### src/shared/hpbg_regs.svh
// Encodings, field positions and reset values of the host port
`ifndef HPBG_REGS_SVH
`define HPBG_REGS_SVH
`define HPBG_SEL_CTRL      2'h0
`define HPBG_SEL_ADDR      2'h1
`define HPBG_SEL_DATA_INC  2'h2
`define HPBG_SEL_DATA_FIX  2'h3
`define HPBG_CTRL_ORDER    0
`define HPBG_CTRL_DSPINT   1
`define HPBG_CTRL_HOSTINT  2
`define HPBG_ADDR_STEP     32'h0000_0004
`define HPBG_ADDR_RESET    32'h0000_0000
`define HPBG_HALF_W        16
`endif

### src/shared/hpbg_regs_pkg.sv
// Types shared by the host port bus glue
package hpbg_pkg;
    typedef enum logic { HPBG_HALF16, HPBG_FULL32 } hpbg_width_type;
    typedef enum logic [1:0] { HPBG_IDLE, HPBG_FETCH, HPBG_HOLD, HPBG_STORE } hpbg_state_type;
endpackage

### src/logic/hpbg_strobe.sv
// Combined strobe and select qualifier of the host port
`timescale 1ns/1ns
module hpbg_strobe (
    input  wire logic clk,
    input  wire logic rst,
    input  wire logic ce,
    input  wire logic strobe_a,
    input  wire logic strobe_b,
    input  wire logic select_n,
    output logic      active,
    output logic      start
);
    logic act_reg;
    logic act_next;
    logic prev_reg;
    logic prev_next;
    logic strobe_n;

    always_comb begin
        // Exclusive-NOR of the two strobe pins; low means the strobe is asserted
        strobe_n  = ~(strobe_a ^ strobe_b);
        // The select pin doubles as data strobe
        act_next  = ~select_n & ~strobe_n;
        prev_next = act_reg;
    end

    always_ff @(posedge clk or posedge rst) begin
        if (rst) begin
            act_reg  <= 1'b0;
            prev_reg <= 1'b0;
        end else if (ce) begin
            act_reg  <= act_next;
            prev_reg <= prev_next;
        end
    end

    assign active = act_reg;
    assign start  = act_reg & ~prev_reg;

    strobe_xnor_a : assert property (@(posedge clk) disable iff (rst)
        (ce && (strobe_a == strobe_b)) |=> !act_reg)
        else $error("strobe taken with equal strobe inputs");
endmodule

### src/logic/hpbg_host_port.sv
// Host port glue: select-strobed access to control, address and data of internal memory
// Summary of operation
// Host address bits 3:2 pick which port register a cycle reaches.
// Host address bit 1 marks first or second halfword, unused in 32-bit mode.
// The host read/write line sets the direction of each port cycle.
// The host carries port data on D31:16 in 16-bit mode and D31:0 in 32-bit mode.
// The port forms its data strobe as the exclusive-NOR of its two strobe inputs.
// The host holds the first strobe input low and the second high.
// The host holds the port address strobe inactive high.
// One host chip-select drives the port select, which acts as the data strobe.
// The host holds both lane enables low so writes reach both bytes.
// The host straps its configuration to 101 for 16-bit or 100 for 32-bit mode.
// Host configuration 10 enables its core with the base register at 0x003FF00.
// The host acknowledge is the OR of port ready and chip-select.
// The port interrupt goes to one host interrupt input, level 7 held until acknowledged.
// The host auto-vector input is held low for interrupt acknowledge cycles.
`timescale 1ns/1ns
`include "hpbg_regs.svh"
module hpbg_host_port #(
    parameter int DW = 32,
    parameter int AW = 32
) (
    input  wire logic                  SYS_CLK,
    input  wire logic                  RST,
    input  wire logic                  CE,
    input  wire hpbg_pkg::hpbg_width_type WIDTH_MODE,
    input  wire logic [1:0]            PORT_ACCESS_SELECT,
    input  wire logic                  HALFWORD_ORDER_SELECT,
    input  wire logic                  PORT_READ_WRITE,
    input  wire logic                  STROBE_INPUT_A,
    input  wire logic                  STROBE_INPUT_B,
    input  wire logic                  ADDR_STROBE_N,
    input  wire logic                  PORT_SELECT_N,
    input  wire logic                  LANE_ENABLE_LOW_N,
    input  wire logic                  LANE_ENABLE_HIGH_N,
    input  wire logic [DW-1:0]         PORT_DATA_LINES_IN,
    output logic      [DW-1:0]         PORT_DATA_LINES_OUT,
    output logic      [1:0]            PORT_DATA_LINES_OE,
    output logic                       PORT_READY_OUT_N,
    output logic                       PORT_INTERRUPT_OUT_N,
    input  wire logic                  DSP_INT_SET,
    output logic                       DSP_INT_PULSE,
    output logic                       MEM_REQ,
    output logic                       MEM_WE,
    output logic      [AW-1:0]         MEM_ADDR,
    output logic      [DW-1:0]         MEM_WDATA,
    output logic      [3:0]            MEM_BE,
    input  wire logic [DW-1:0]         MEM_RDATA,
    input  wire logic                  MEM_ACK
);
    import hpbg_pkg::*;

    localparam int HW = `HPBG_HALF_W;

    hpbg_state_type state_reg, state_next;
    logic [1:0]    sel_reg, sel_next;
    logic          rw_reg, rw_next, hw_reg, hw_next, served_reg, served_next;
    logic [1:0]    be_reg, be_next;
    logic [3:0]    wbe_reg, wbe_next;
    logic          order_reg, order_next, hflag_reg, hflag_next;
    logic [AW-1:0] addr_reg, addr_next;
    logic [DW-1:0] wbuf_reg, wbuf_next, rbuf_reg, rbuf_next, din_reg, din_next;
    logic [DW-1:0] dout_reg, dout_next;
    logic [1:0]    doe_reg, doe_next;
    logic          rdy_n_reg, rdy_n_next, dspint_reg, dspint_next;
    logic          mreq_reg, mreq_next, mwe_reg, mwe_next, inc_reg, inc_next, intn_reg, intn_next;
    logic [AW-1:0] maddr_reg, maddr_next;
    logic [DW-1:0] mwd_reg, mwd_next;
    logic          active, start, wide, upper, is_data, autoinc;
    logic [HW-1:0] ctrl_half;

    hpbg_strobe u_strobe (
        .clk      (SYS_CLK),
        .rst      (RST),
        .ce       (CE),
        .strobe_a (STROBE_INPUT_A),
        .strobe_b (STROBE_INPUT_B),
        .select_n (PORT_SELECT_N),
        .active   (active),
        .start    (start)
    );

    // Which half of a 32-bit word a 16-bit transfer touches
    function automatic logic half_upper(input logic hw, input logic order);
        half_upper = ~(hw ^ order);
    endfunction

    // Replace one half of a word, byte by byte under the lane enables
    function automatic logic [31:0] put_half(input logic [31:0] word, input logic up,
                                             input logic [15:0] val, input logic [1:0] be);
        logic [31:0] res;
        res = word;
        for (int b = 0; b < 2; b++) begin
            if (be[b] && up)
                res[16+8*b +: 8] = val[8*b +: 8];
            else if (be[b])
                res[8*b +: 8] = val[8*b +: 8];
        end
        put_half = res;
    endfunction

    function automatic logic [15:0] get_half(input logic [31:0] word, input logic up);
        get_half = up ? word[31:16] : word[15:0];
    endfunction

    // Read value for the latched select; 16-bit mode answers on the low half only
    function automatic logic [31:0] read_value(input logic [1:0] sel, input logic [31:0] data,
                                               input logic [31:0] addr, input logic [15:0] ctl,
                                               input logic wd, input logic up);
        logic [31:0] w;
        w = (sel == `HPBG_SEL_CTRL) ? {ctl, ctl} : (sel == `HPBG_SEL_ADDR) ? addr : data;
        read_value = wd ? w : {16'h0000, get_half(w, up)};
    endfunction

    always_comb begin
        wide       = (WIDTH_MODE == HPBG_FULL32);
        upper      = wide ? 1'b0 : half_upper(hw_reg, order_reg);
        is_data    = sel_reg[1];
        autoinc    = (sel_reg == `HPBG_SEL_DATA_INC);
        ctrl_half  = '0;
        ctrl_half[`HPBG_CTRL_ORDER]   = order_reg;
        ctrl_half[`HPBG_CTRL_HOSTINT] = hflag_reg;
        state_next = state_reg;
        sel_next   = sel_reg;
        rw_next    = rw_reg;
        hw_next    = hw_reg;
        be_next    = be_reg;
        wbe_next   = wbe_reg;
        served_next = served_reg;
        order_next = order_reg;
        hflag_next = hflag_reg;
        addr_next  = addr_reg;
        wbuf_next  = wbuf_reg;
        rbuf_next  = rbuf_reg;
        din_next   = active ? PORT_DATA_LINES_IN : din_reg;
        dout_next  = dout_reg;
        doe_next   = doe_reg;
        rdy_n_next = rdy_n_reg;
        dspint_next = 1'b0;
        mreq_next  = mreq_reg;
        mwe_next   = mwe_reg;
        maddr_next = maddr_reg;
        mwd_next   = mwd_reg;
        inc_next   = inc_reg;
        if (start) begin
            // Controls are taken once, at the leading edge of the strobe
            sel_next = PORT_ACCESS_SELECT;
            hw_next  = HALFWORD_ORDER_SELECT;
            rw_next  = PORT_READ_WRITE;
            be_next  = {~LANE_ENABLE_HIGH_N, ~LANE_ENABLE_LOW_N};
        end
        case (state_reg)
            HPBG_IDLE: begin
                if (!active) begin
                    served_next = 1'b0;
                end else if (!served_reg && !start) begin
                    served_next = 1'b1;
                    // Only the first halfword of a data read goes to memory
                    if (rw_reg && is_data && (wide || !hw_reg)) begin
                        mreq_next  = 1'b1;
                        mwe_next   = 1'b0;
                        maddr_next = addr_reg;
                        state_next = HPBG_FETCH;
                    end else begin
                        dout_next  = read_value(sel_reg, rbuf_reg, addr_reg, ctrl_half,
                                                wide, upper);
                        doe_next   = rw_reg ? {wide, 1'b1} : 2'b00;
                        rdy_n_next = 1'b0;
                        state_next = HPBG_HOLD;
                    end
                end
            end
            HPBG_FETCH: begin
                if (MEM_ACK) begin
                    mreq_next  = 1'b0;
                    rbuf_next  = MEM_RDATA;
                    addr_next  = autoinc ? addr_reg + `HPBG_ADDR_STEP : addr_reg;
                    dout_next  = read_value(sel_reg, MEM_RDATA, addr_reg, ctrl_half, wide, upper);
                    doe_next   = {wide, 1'b1};
                    rdy_n_next = 1'b0;
                    state_next = HPBG_HOLD;
                end
            end
            HPBG_HOLD: begin
                // Ready drops with the select so it cannot leak into the next cycle
                if (!active) begin
                    rdy_n_next  = 1'b1;
                    doe_next    = 2'b00;
                    served_next = 1'b0;
                    state_next  = HPBG_IDLE;
                    if (!rw_reg) begin
                        case (sel_reg)
                            `HPBG_SEL_CTRL: begin
                                order_next = din_reg[`HPBG_CTRL_ORDER];
                                dspint_next = din_reg[`HPBG_CTRL_DSPINT];
                                if (din_reg[`HPBG_CTRL_HOSTINT])
                                    hflag_next = 1'b0;
                            end
                            `HPBG_SEL_ADDR: begin
                                addr_next = wide ? din_reg :
                                            put_half(addr_reg, upper, din_reg[HW-1:0], 2'b11);
                            end
                            default: begin
                                if (wide) begin
                                    wbuf_next = din_reg;
                                    wbe_next  = {be_reg, be_reg};
                                end else begin
                                    wbuf_next = put_half(wbuf_reg, upper, din_reg[HW-1:0], be_reg);
                                    wbe_next  = upper ? {be_reg, wbe_reg[1:0]} :
                                                        {wbe_reg[3:2], be_reg};
                                end
                                // 16-bit writes reach memory on the second halfword
                                if (wide || hw_reg) begin
                                    mreq_next  = 1'b1;
                                    mwe_next   = 1'b1;
                                    maddr_next = addr_reg;
                                    mwd_next   = wbuf_next;
                                    // Kept apart: the next access may relatch the select mid-store
                                    inc_next   = autoinc;
                                    state_next = HPBG_STORE;
                                end
                            end
                        endcase
                    end
                end
            end
            HPBG_STORE: begin
                if (MEM_ACK) begin
                    mreq_next  = 1'b0;
                    mwe_next   = 1'b0;
                    addr_next  = inc_reg ? addr_reg + `HPBG_ADDR_STEP : addr_reg;
                    state_next = HPBG_IDLE;
                end
            end
            default: state_next = HPBG_IDLE;
        endcase
        // A core request in the same cycle as the host clear wins
        if (DSP_INT_SET)
            hflag_next = 1'b1;
        intn_next = ~hflag_next;
    end

    always_ff @(posedge SYS_CLK or posedge RST) begin
        if (RST) begin
            state_reg <= HPBG_IDLE;
            sel_reg   <= `HPBG_SEL_CTRL;
            rw_reg    <= 1'b1;
            hw_reg    <= 1'b0;
            be_reg    <= 2'b00;
            wbe_reg   <= 4'h0;
            served_reg <= 1'b0;
            order_reg <= 1'b0;
            hflag_reg <= 1'b0;
            addr_reg  <= `HPBG_ADDR_RESET;
            wbuf_reg  <= '0;
            rbuf_reg  <= '0;
            din_reg   <= '0;
            dout_reg  <= '0;
            doe_reg   <= 2'b00;
            rdy_n_reg <= 1'b1;
            dspint_reg <= 1'b0;
            mreq_reg  <= 1'b0;
            mwe_reg   <= 1'b0;
            maddr_reg <= '0;
            mwd_reg   <= '0;
            inc_reg   <= 1'b0;
            intn_reg  <= 1'b1;
        end else if (CE) begin
            state_reg <= state_next;
            sel_reg   <= sel_next;
            rw_reg    <= rw_next;
            hw_reg    <= hw_next;
            be_reg    <= be_next;
            wbe_reg   <= wbe_next;
            served_reg <= served_next;
            order_reg <= order_next;
            hflag_reg <= hflag_next;
            addr_reg  <= addr_next;
            wbuf_reg  <= wbuf_next;
            rbuf_reg  <= rbuf_next;
            din_reg   <= din_next;
            dout_reg  <= dout_next;
            doe_reg   <= doe_next;
            rdy_n_reg <= rdy_n_next;
            dspint_reg <= dspint_next;
            mreq_reg  <= mreq_next;
            mwe_reg   <= mwe_next;
            maddr_reg <= maddr_next;
            mwd_reg   <= mwd_next;
            inc_reg   <= inc_next;
            intn_reg  <= intn_next;
        end
    end

    assign PORT_DATA_LINES_OUT  = dout_reg;
    assign PORT_DATA_LINES_OE   = doe_reg;
    assign PORT_READY_OUT_N     = rdy_n_reg;
    assign PORT_INTERRUPT_OUT_N = intn_reg;
    assign DSP_INT_PULSE        = dspint_reg;
    assign MEM_REQ              = mreq_reg;
    assign MEM_WE               = mwe_reg;
    assign MEM_ADDR             = maddr_reg;
    assign MEM_WDATA            = mwd_reg;
    assign MEM_BE               = wbe_reg;

    ctrl_select_a : assert property (@(posedge SYS_CLK) disable iff (RST || !CE)
        (state_reg == HPBG_HOLD && !active && !rw_reg && sel_reg == `HPBG_SEL_CTRL)
        |=> order_reg == $past(din_reg[`HPBG_CTRL_ORDER]))
        else $error("control write did not reach the order bit");
    second_half_a : assert property (@(posedge SYS_CLK) disable iff (RST || !CE)
        (state_reg == HPBG_IDLE && active && !served_reg && !start && rw_reg
         && is_data && !wide && hw_reg) |=> (state_reg == HPBG_HOLD && !mreq_reg))
        else $error("second halfword read went to memory");
    read_drive_a : assert property (@(posedge SYS_CLK) disable iff (RST || !CE)
        (doe_reg != 2'b00) |-> (rw_reg && state_reg == HPBG_HOLD))
        else $error("data lines driven outside a read");
    ready_release_a : assert property (@(posedge SYS_CLK) disable iff (RST || !CE)
        (PORT_SELECT_N)[*2] |=> PORT_READY_OUT_N)
        else $error("ready held after select negated");
endmodule

### config.mk
export PLATFORM = sky130hd
export DESIGN_NAME = hpbg_host_port
export DESIGN_NICKNAME = d
export VERILOG_FILES = /design/src/shared/hpbg_regs_pkg.sv /design/src/logic/hpbg_strobe.sv /design/src/logic/hpbg_host_port.sv
export VERILOG_INCLUDE_DIRS = /design/src /design/src/shared
export SDC_FILE = /design/constraint.sdc
export NUM_CORES = 1
export LEC_CHECK = 0
export ABC_AREA = 1
export BUFFER_PORTS_ARGS = -buffer_cell sky130_fd_sc_hd__buf_2
export CELL_PAD_IN_SITES_DETAIL_PLACEMENT = 1
export CELL_PAD_IN_SITES_GLOBAL_PLACEMENT = 1
export CORE_UTILIZATION = 42
export DETAILED_ROUTE_END_ITERATION = 8
export PLACE_DENSITY = 0.86
export SYNTH_ARGS = -nofsm -noshare
export SYNTH_HDL_FRONTEND = slang
export SYNTH_HIERARCHICAL = 1
export SYNTH_SLANG_ARGS = --single-unit
### constraint.sdc
create_clock -name SYS_CLK -period 10.1 [get_ports SYS_CLK]
set_input_delay 0.505 -clock SYS_CLK [delete_from_list [all_inputs] [get_ports SYS_CLK]]
set_output_delay 0.505 -clock SYS_CLK [all_outputs]
set_load 0.01 [all_outputs]
* Word level (Yosys, flattened, before mapping)
Index checks and enable logic that the tools add are counted.
** Storage, ports and cells
- Word-level logic and storage cells :: 194
- Input bits :: 80
- Output and inout port bits :: 107
- Flip-flop bits (word level) :: 249
** Operators by class
- $add $sub $neg :: 1
- Reductions and logical operators :: 37
- Mux-type cells :: 93
- Equality and inequality tests :: 23
- Bitwise operators :: 13
** Operator list (count)
- $mux 32 :: 26
- $pmux 32 s2 :: 2
- $pmux 32 s3 :: 1
- $mux 8 :: 10
- $add 32x3->32 const B :: 1
- $mux 16 :: 2
- $mux 2 :: 15
- $reduce_and 10->1 :: 3
- $reduce_and 6->1 :: 5
- $mux 1 :: 29
- $ne 2x2->1 const B :: 13
- $reduce_and 9->1 :: 2
- $reduce_and 5->1 :: 2
- $ne 3x3->1 const B :: 3
- $not 1->1 :: 9
- $pmux 1 s3 :: 3
- $reduce_bool 3->1 :: 3
- $mux 4 :: 2
- $pmux 2 s4 :: 1
- $reduce_and 7->1 :: 1
- $eq 2x2->1 const B :: 3
- $pmux 2 s3 :: 1
- $reduce_bool 2->1 :: 3
- $logic_and 1x1->1 :: 5
- other kinds (12) :: 22

* Longest topological paths before layout
- Depth after elaboration :: 9
- Mapped depth :: 14
- Gate-level depth less buffers :: 13

* Modules after synthesis
Netlist, hierarchy kept.
** Modules (own cells, without submodules)
- hpbg_host_port :: sequential area each 6184.7 µm², cells an instance 1556, area each 12385.6 µm², times used 1
- hpbg_strobe :: sequential area each 50.0 µm², cells an instance 16, area each 107.6 µm², times used 1

* Worst setup path after synthesis
Ideal clock, no wire load.
- Path type :: register -> register
- From :: register state_reg[0]
- To :: register wbuf_reg[0]
- Data required time :: 9968 ps
- Stages on the path, launching flop included :: 12
- Clock period less this slack :: 1857 ps
- Library setup time :: 132 ps
- Path buffers :: 4
- Arrival :: 1725 ps
- Slack :: 8243 ps
- Cell sequence :: dfrtp_1 > inv_1 > ha_1 > buf_4 > nand2_1 > nor3_2 > buf_4 > inv_2 > buf_2 > buf_2 > nand2_1 > o21ai_1
** On the way
- Longest elaborated chain between the ends :: 2
** RTL lines
- from (decl) :: RTL line hpbg_host_port.sv:55 : hpbg_state_type state_reg, state_next;
- from (signal assigned) :: RTL line hpbg_host_port.sv:269 : state_reg <= state_next;
- $eq 2x2->1 :: RTL line hpbg_host_port.sv:152 : case (state_reg)
- $reduce_and 5->1 (no source line)
- to (signal assigned) :: RTL line hpbg_host_port.sv:279 : wbuf_reg <= wbuf_next;
- to (decl) :: RTL line hpbg_host_port.sv:62 : logic [DW-1:0] wbuf_reg, wbuf_next, rbuf_reg, rbuf_next, din_reg, din_next;
No other way between the ends.
A chain may end at the register's enable or synchronous reset.

* Final worst setup path
- From :: register state_reg[1]
- To :: register dout_reg[30] (netlist: PORT_DATA_LINES_OUT[30])
** On the way
- Longest elaborated chain between the ends :: 3
- Elaborated cells on any way between the ends :: 9
- Those cells by class :: eq/ne (5); mux (1); reduce/logical (3)
** RTL lines
- $eq 2x1->1 / $logic_not 2->1 (equally long branches) :: RTL line hpbg_host_port.sv:152
- $ne 2x2->1 (no source line) (tied with other cells)
- $reduce_and 6->1 (no source line)
- to (signal assigned) :: RTL line hpbg_host_port.sv:282 : dout_reg <= dout_next;
- to (decl) :: RTL line hpbg_host_port.sv:63 : logic [DW-1:0] dout_reg, dout_next;
Several ways; a longest one is shown, not always the timed one.

==> flow_summary.ini <==
[sta]
fmax_mhz = 318
finalHoldViolCount = 0
setup_tns_ns = 0
finalSetupViolations = 0
slew_headroom_pct = 29.7
rsz0062_at_grt = no
worst_pin_slew_ns = 1.06
period_share_pct = 31.1
clock_skew_ns = 0.0116
period_minus_slack_ns = 3.14
holdWs_ns = 0.156
slew_violations = 0

[synth]
ys_seq_elements = 249
synth.most_common_cell = nand2_1
synth_common_cells = 572 x nand2_1, 246 x dfrtp_1, 179 x o21ai_0, 106 x inv_1, 82 x nor2_1
syn-instance-count = 1572
synth_top_cell_area_share_pct = 49.3
async_reset_ff_share_pct = 100
synth_compound_area_share_pct = 13.2
synth_top_family_by_area = simple AND/OR/NAND/NOR gates
synthXorXnorAreaFrac_pct = 0.491
syn_area_per_cell_um2 = 7.95
synthAdderAreaFrac_pct = 0.901
ys.flop_type = dfrtp_1
yosys.area.top_type = dfrtp_1
synth_area_leaders = dfrtp_1 49%, nand2_1 17%, o21ai_0 7.2%
ys_seq_area_share_pct = 49.9
yosys.cell_types.count = 44
synthSimpleGateAreaFrac_pct = 25.6
synth_edf_count = 0
synth_mux_area_share_pct = 2.97
synth_warnings = 6
syn_area_mm2 = 0.0125
synth_fp_nets = 1661

[power_and_ir_drop]
vdd_drop_max_mv = 0.157
p_clk_share_pct = 22.9
p_sw_uw = 1850
power.density_mw_per_mm2 = 302
pwr-share-comb_pct = 36.9
p_total_uw = 4370
leakagePower_uw = 0.00739
p_seq_share_pct = 40.2
intPower_uw = 2520
swShare_pct = 42.4

[placement]
dp_hpwl_um = 29200
post_dp_cell_area_mm2 = 0.0136
port_buffers = 185
gp_congestion = 0.879

[route]
initialDrtViolationCount = 960
viasPerCell = 5.48
drc_errors = 0
drt-total-wl_um = 41100
wl_met2_um = 19700
first_pass_iters = 5
wl_met1_um = 18200
wl_met3_um = 1910
vias = 11600
drtAntennaViolNets = 0
wire_per_inst_um = 19.4
top_layer = met4

[worst_hold_path]
whs_endpoint = be_reg[0]
min_from = LANE_ENABLE_LOW_N
holdCritPathClass = input port to flip-flop
hold_depth = 2

[die]
fp.dieW_um = 174
die_h_um = 174
pin_count = 187
die_area_mm2 = 0.0304
start_util_pct = 43.1
core_mm2 = 0.0290
row_count = 62

[finish]
drive_gt1_share_pct = 18.2
fillers = 3607
multi_input_area_mm2 = 0.00540
regArea_mm2 = 0.00623
antennaDiodeCount = 0
fin_util_pct = 49.9
fin_area_mm2 = 0.0145
nets = 1807
areaGrowthSynthToFinish_pct = 15.8

[global_route]
gr-total-overflow = 0
grt_use_total_pct = 27.6
grt_pass1_wl_um = 66300
first_global_vias = 12000
grt_max_degree = 91
antenna_found_initial = 0

[clock_network]
post_cts_resized = 0
cts.sinks = 249
cts_tree = built
clk_pin_slew_ns = 0.06
h-tree-depth = 1
clk_latency_ns = 0.54
cts_made_buffers = 27
cts-root-buf = clkbuf_16
clockBufferDepth = 3

[critical_path]
ff2ff_path_depth = 9
rrSetupSlack_ns = 6.96
cp_data_arrival_time_ns = 3.61
required_ns = 10.57
r2r_end = PORT_DATA_LINES_OUT[30]
crit_start = state_reg[1]
worst-setup-path-type = flip-flop to flip-flop
crit_fanout = 63
cp-start-kind = flip-flop
critPathCaptureType = flip-flop
rr_startpoint = state_reg[1]

[flow_run]
cap_violations = 0

[outcome]
status = finished clean
## cell type report
type                       count  area share (%)
sequential                   249            43.1
multi-input combinational   1126            37.3
timing repair buffer         195            6.94
clock buffer                  39            5.47
tap                          384            3.32
inverter                     119            3.19
clock inverter                 7           0.666
## stage by stage
stage                     cells  setup WS, ns
after floorplan            1572          2.81
after global placement     2072          7.02
after detailed placement   2072          6.99
after CTS                  2119          6.99
after global routing       2119          6.68
final                      2119          6.96
## cells by family after synthesis
| logic type | Yosys count |
|---|---|
| AOI/OAI and AO/OA | 304 |
| xor gates and xnor gates | 7 |
| adders and majority gates | 9 |
| buffers and inverters | 197 |
| DFF | 249 |
| muxes | 33 |
| and+or+nand+nor | 773 |
## critical path, stage by stage, from the launching register on
cell	delay (ns)
dfrtp_1	0.42
inv_1	0.17
ha_2	0.20
buf_4	0.49
nor2_1	0.17
nor3_4	0.80
nand2_1	0.37
inv_2	0.28
nand2_1	0.08
nand2_1	0.07
## timing repair
item	4_1_cts	5_1_grt
hold buffers	1	0
buffers inserted	0	0
endpoints found under the hold margin	2	0
## cell usage in the layout, fill, tap and decap left out, types with 3 or more instances in the layout
cell type / Yosys / final
o21ai_0: 179 / 179
nor2_1: 82 / 82
clkbuf_8: 0 / 7
clkbuf_16: 0 / 27
dfstp_2: 3 / 3
clkinvlp_4: 0 / 3
nand3_1: 80 / 79
inv_2: 10 / 10
nand2_1: 572 / 572
clkbuf_1: 41 / 5
a21boi_0: 8 / 8
nor2_2: 4 / 4
nand2_2: 5 / 5
o21ai_1: 32 / 32
o22ai_1: 5 / 5
buf_4: 10 / 9
o21a_1: 7 / 7
mux2_2: 33 / 33
dfrtp_1: 246 / 246
xor2_1: 6 / 6
o211ai_1: 15 / 15
nand2_4: 3 / 3
buf_2: 17 / 185
nand3b_1: 3 / 3
a21oi_1: 47 / 47
nor3_1: 4 / 4
o21ai_2: 3 / 3
ha_1: 9 / 8
nor2_4: 4 / 4
inv_4: 3 / 3
inv_1: 106 / 105
nand4_1: 8 / 8
## routing by layer
metal	vias to the layer above	GRT usage [%]
li1	5351	-
met1	5834	38.1
met2	345	45.5
met3	79	3.15
met4	0	8.63
met5	-	0
## how the worst max path moves through the flow
stage          slack, ns                       to  cells past startpoint
6_report            6.96  PORT_DATA_LINES_OUT[30]                      9
5_1_grt             6.68  PORT_DATA_LINES_OUT[16]                      9
4_1_cts             6.99  PORT_DATA_LINES_OUT[30]                      9
3_5_place_dp        6.99  PORT_DATA_LINES_OUT[25]                      9
3_3_place_gp        7.02  PORT_DATA_LINES_OUT[16]                     10
2_1_floorplan       2.81            DSP_INT_PULSE                      1
## power groups by stage
stage / Sequential (uW) / Clock (uW) / Combinational, uW
6_report: 1760 / 1000 / 1610
5_1_grt: 1800 / 1050 / 1810
4_1_cts: 1750 / 1010 / 1620
3_5_place_dp: 1760 / 0 / 1600
3_3_place_gp: 1740 / 0 / 1520
2_1_floorplan: 1690 / 0 / 1040
No activity file was read; power rests on OpenSTA's default activity.
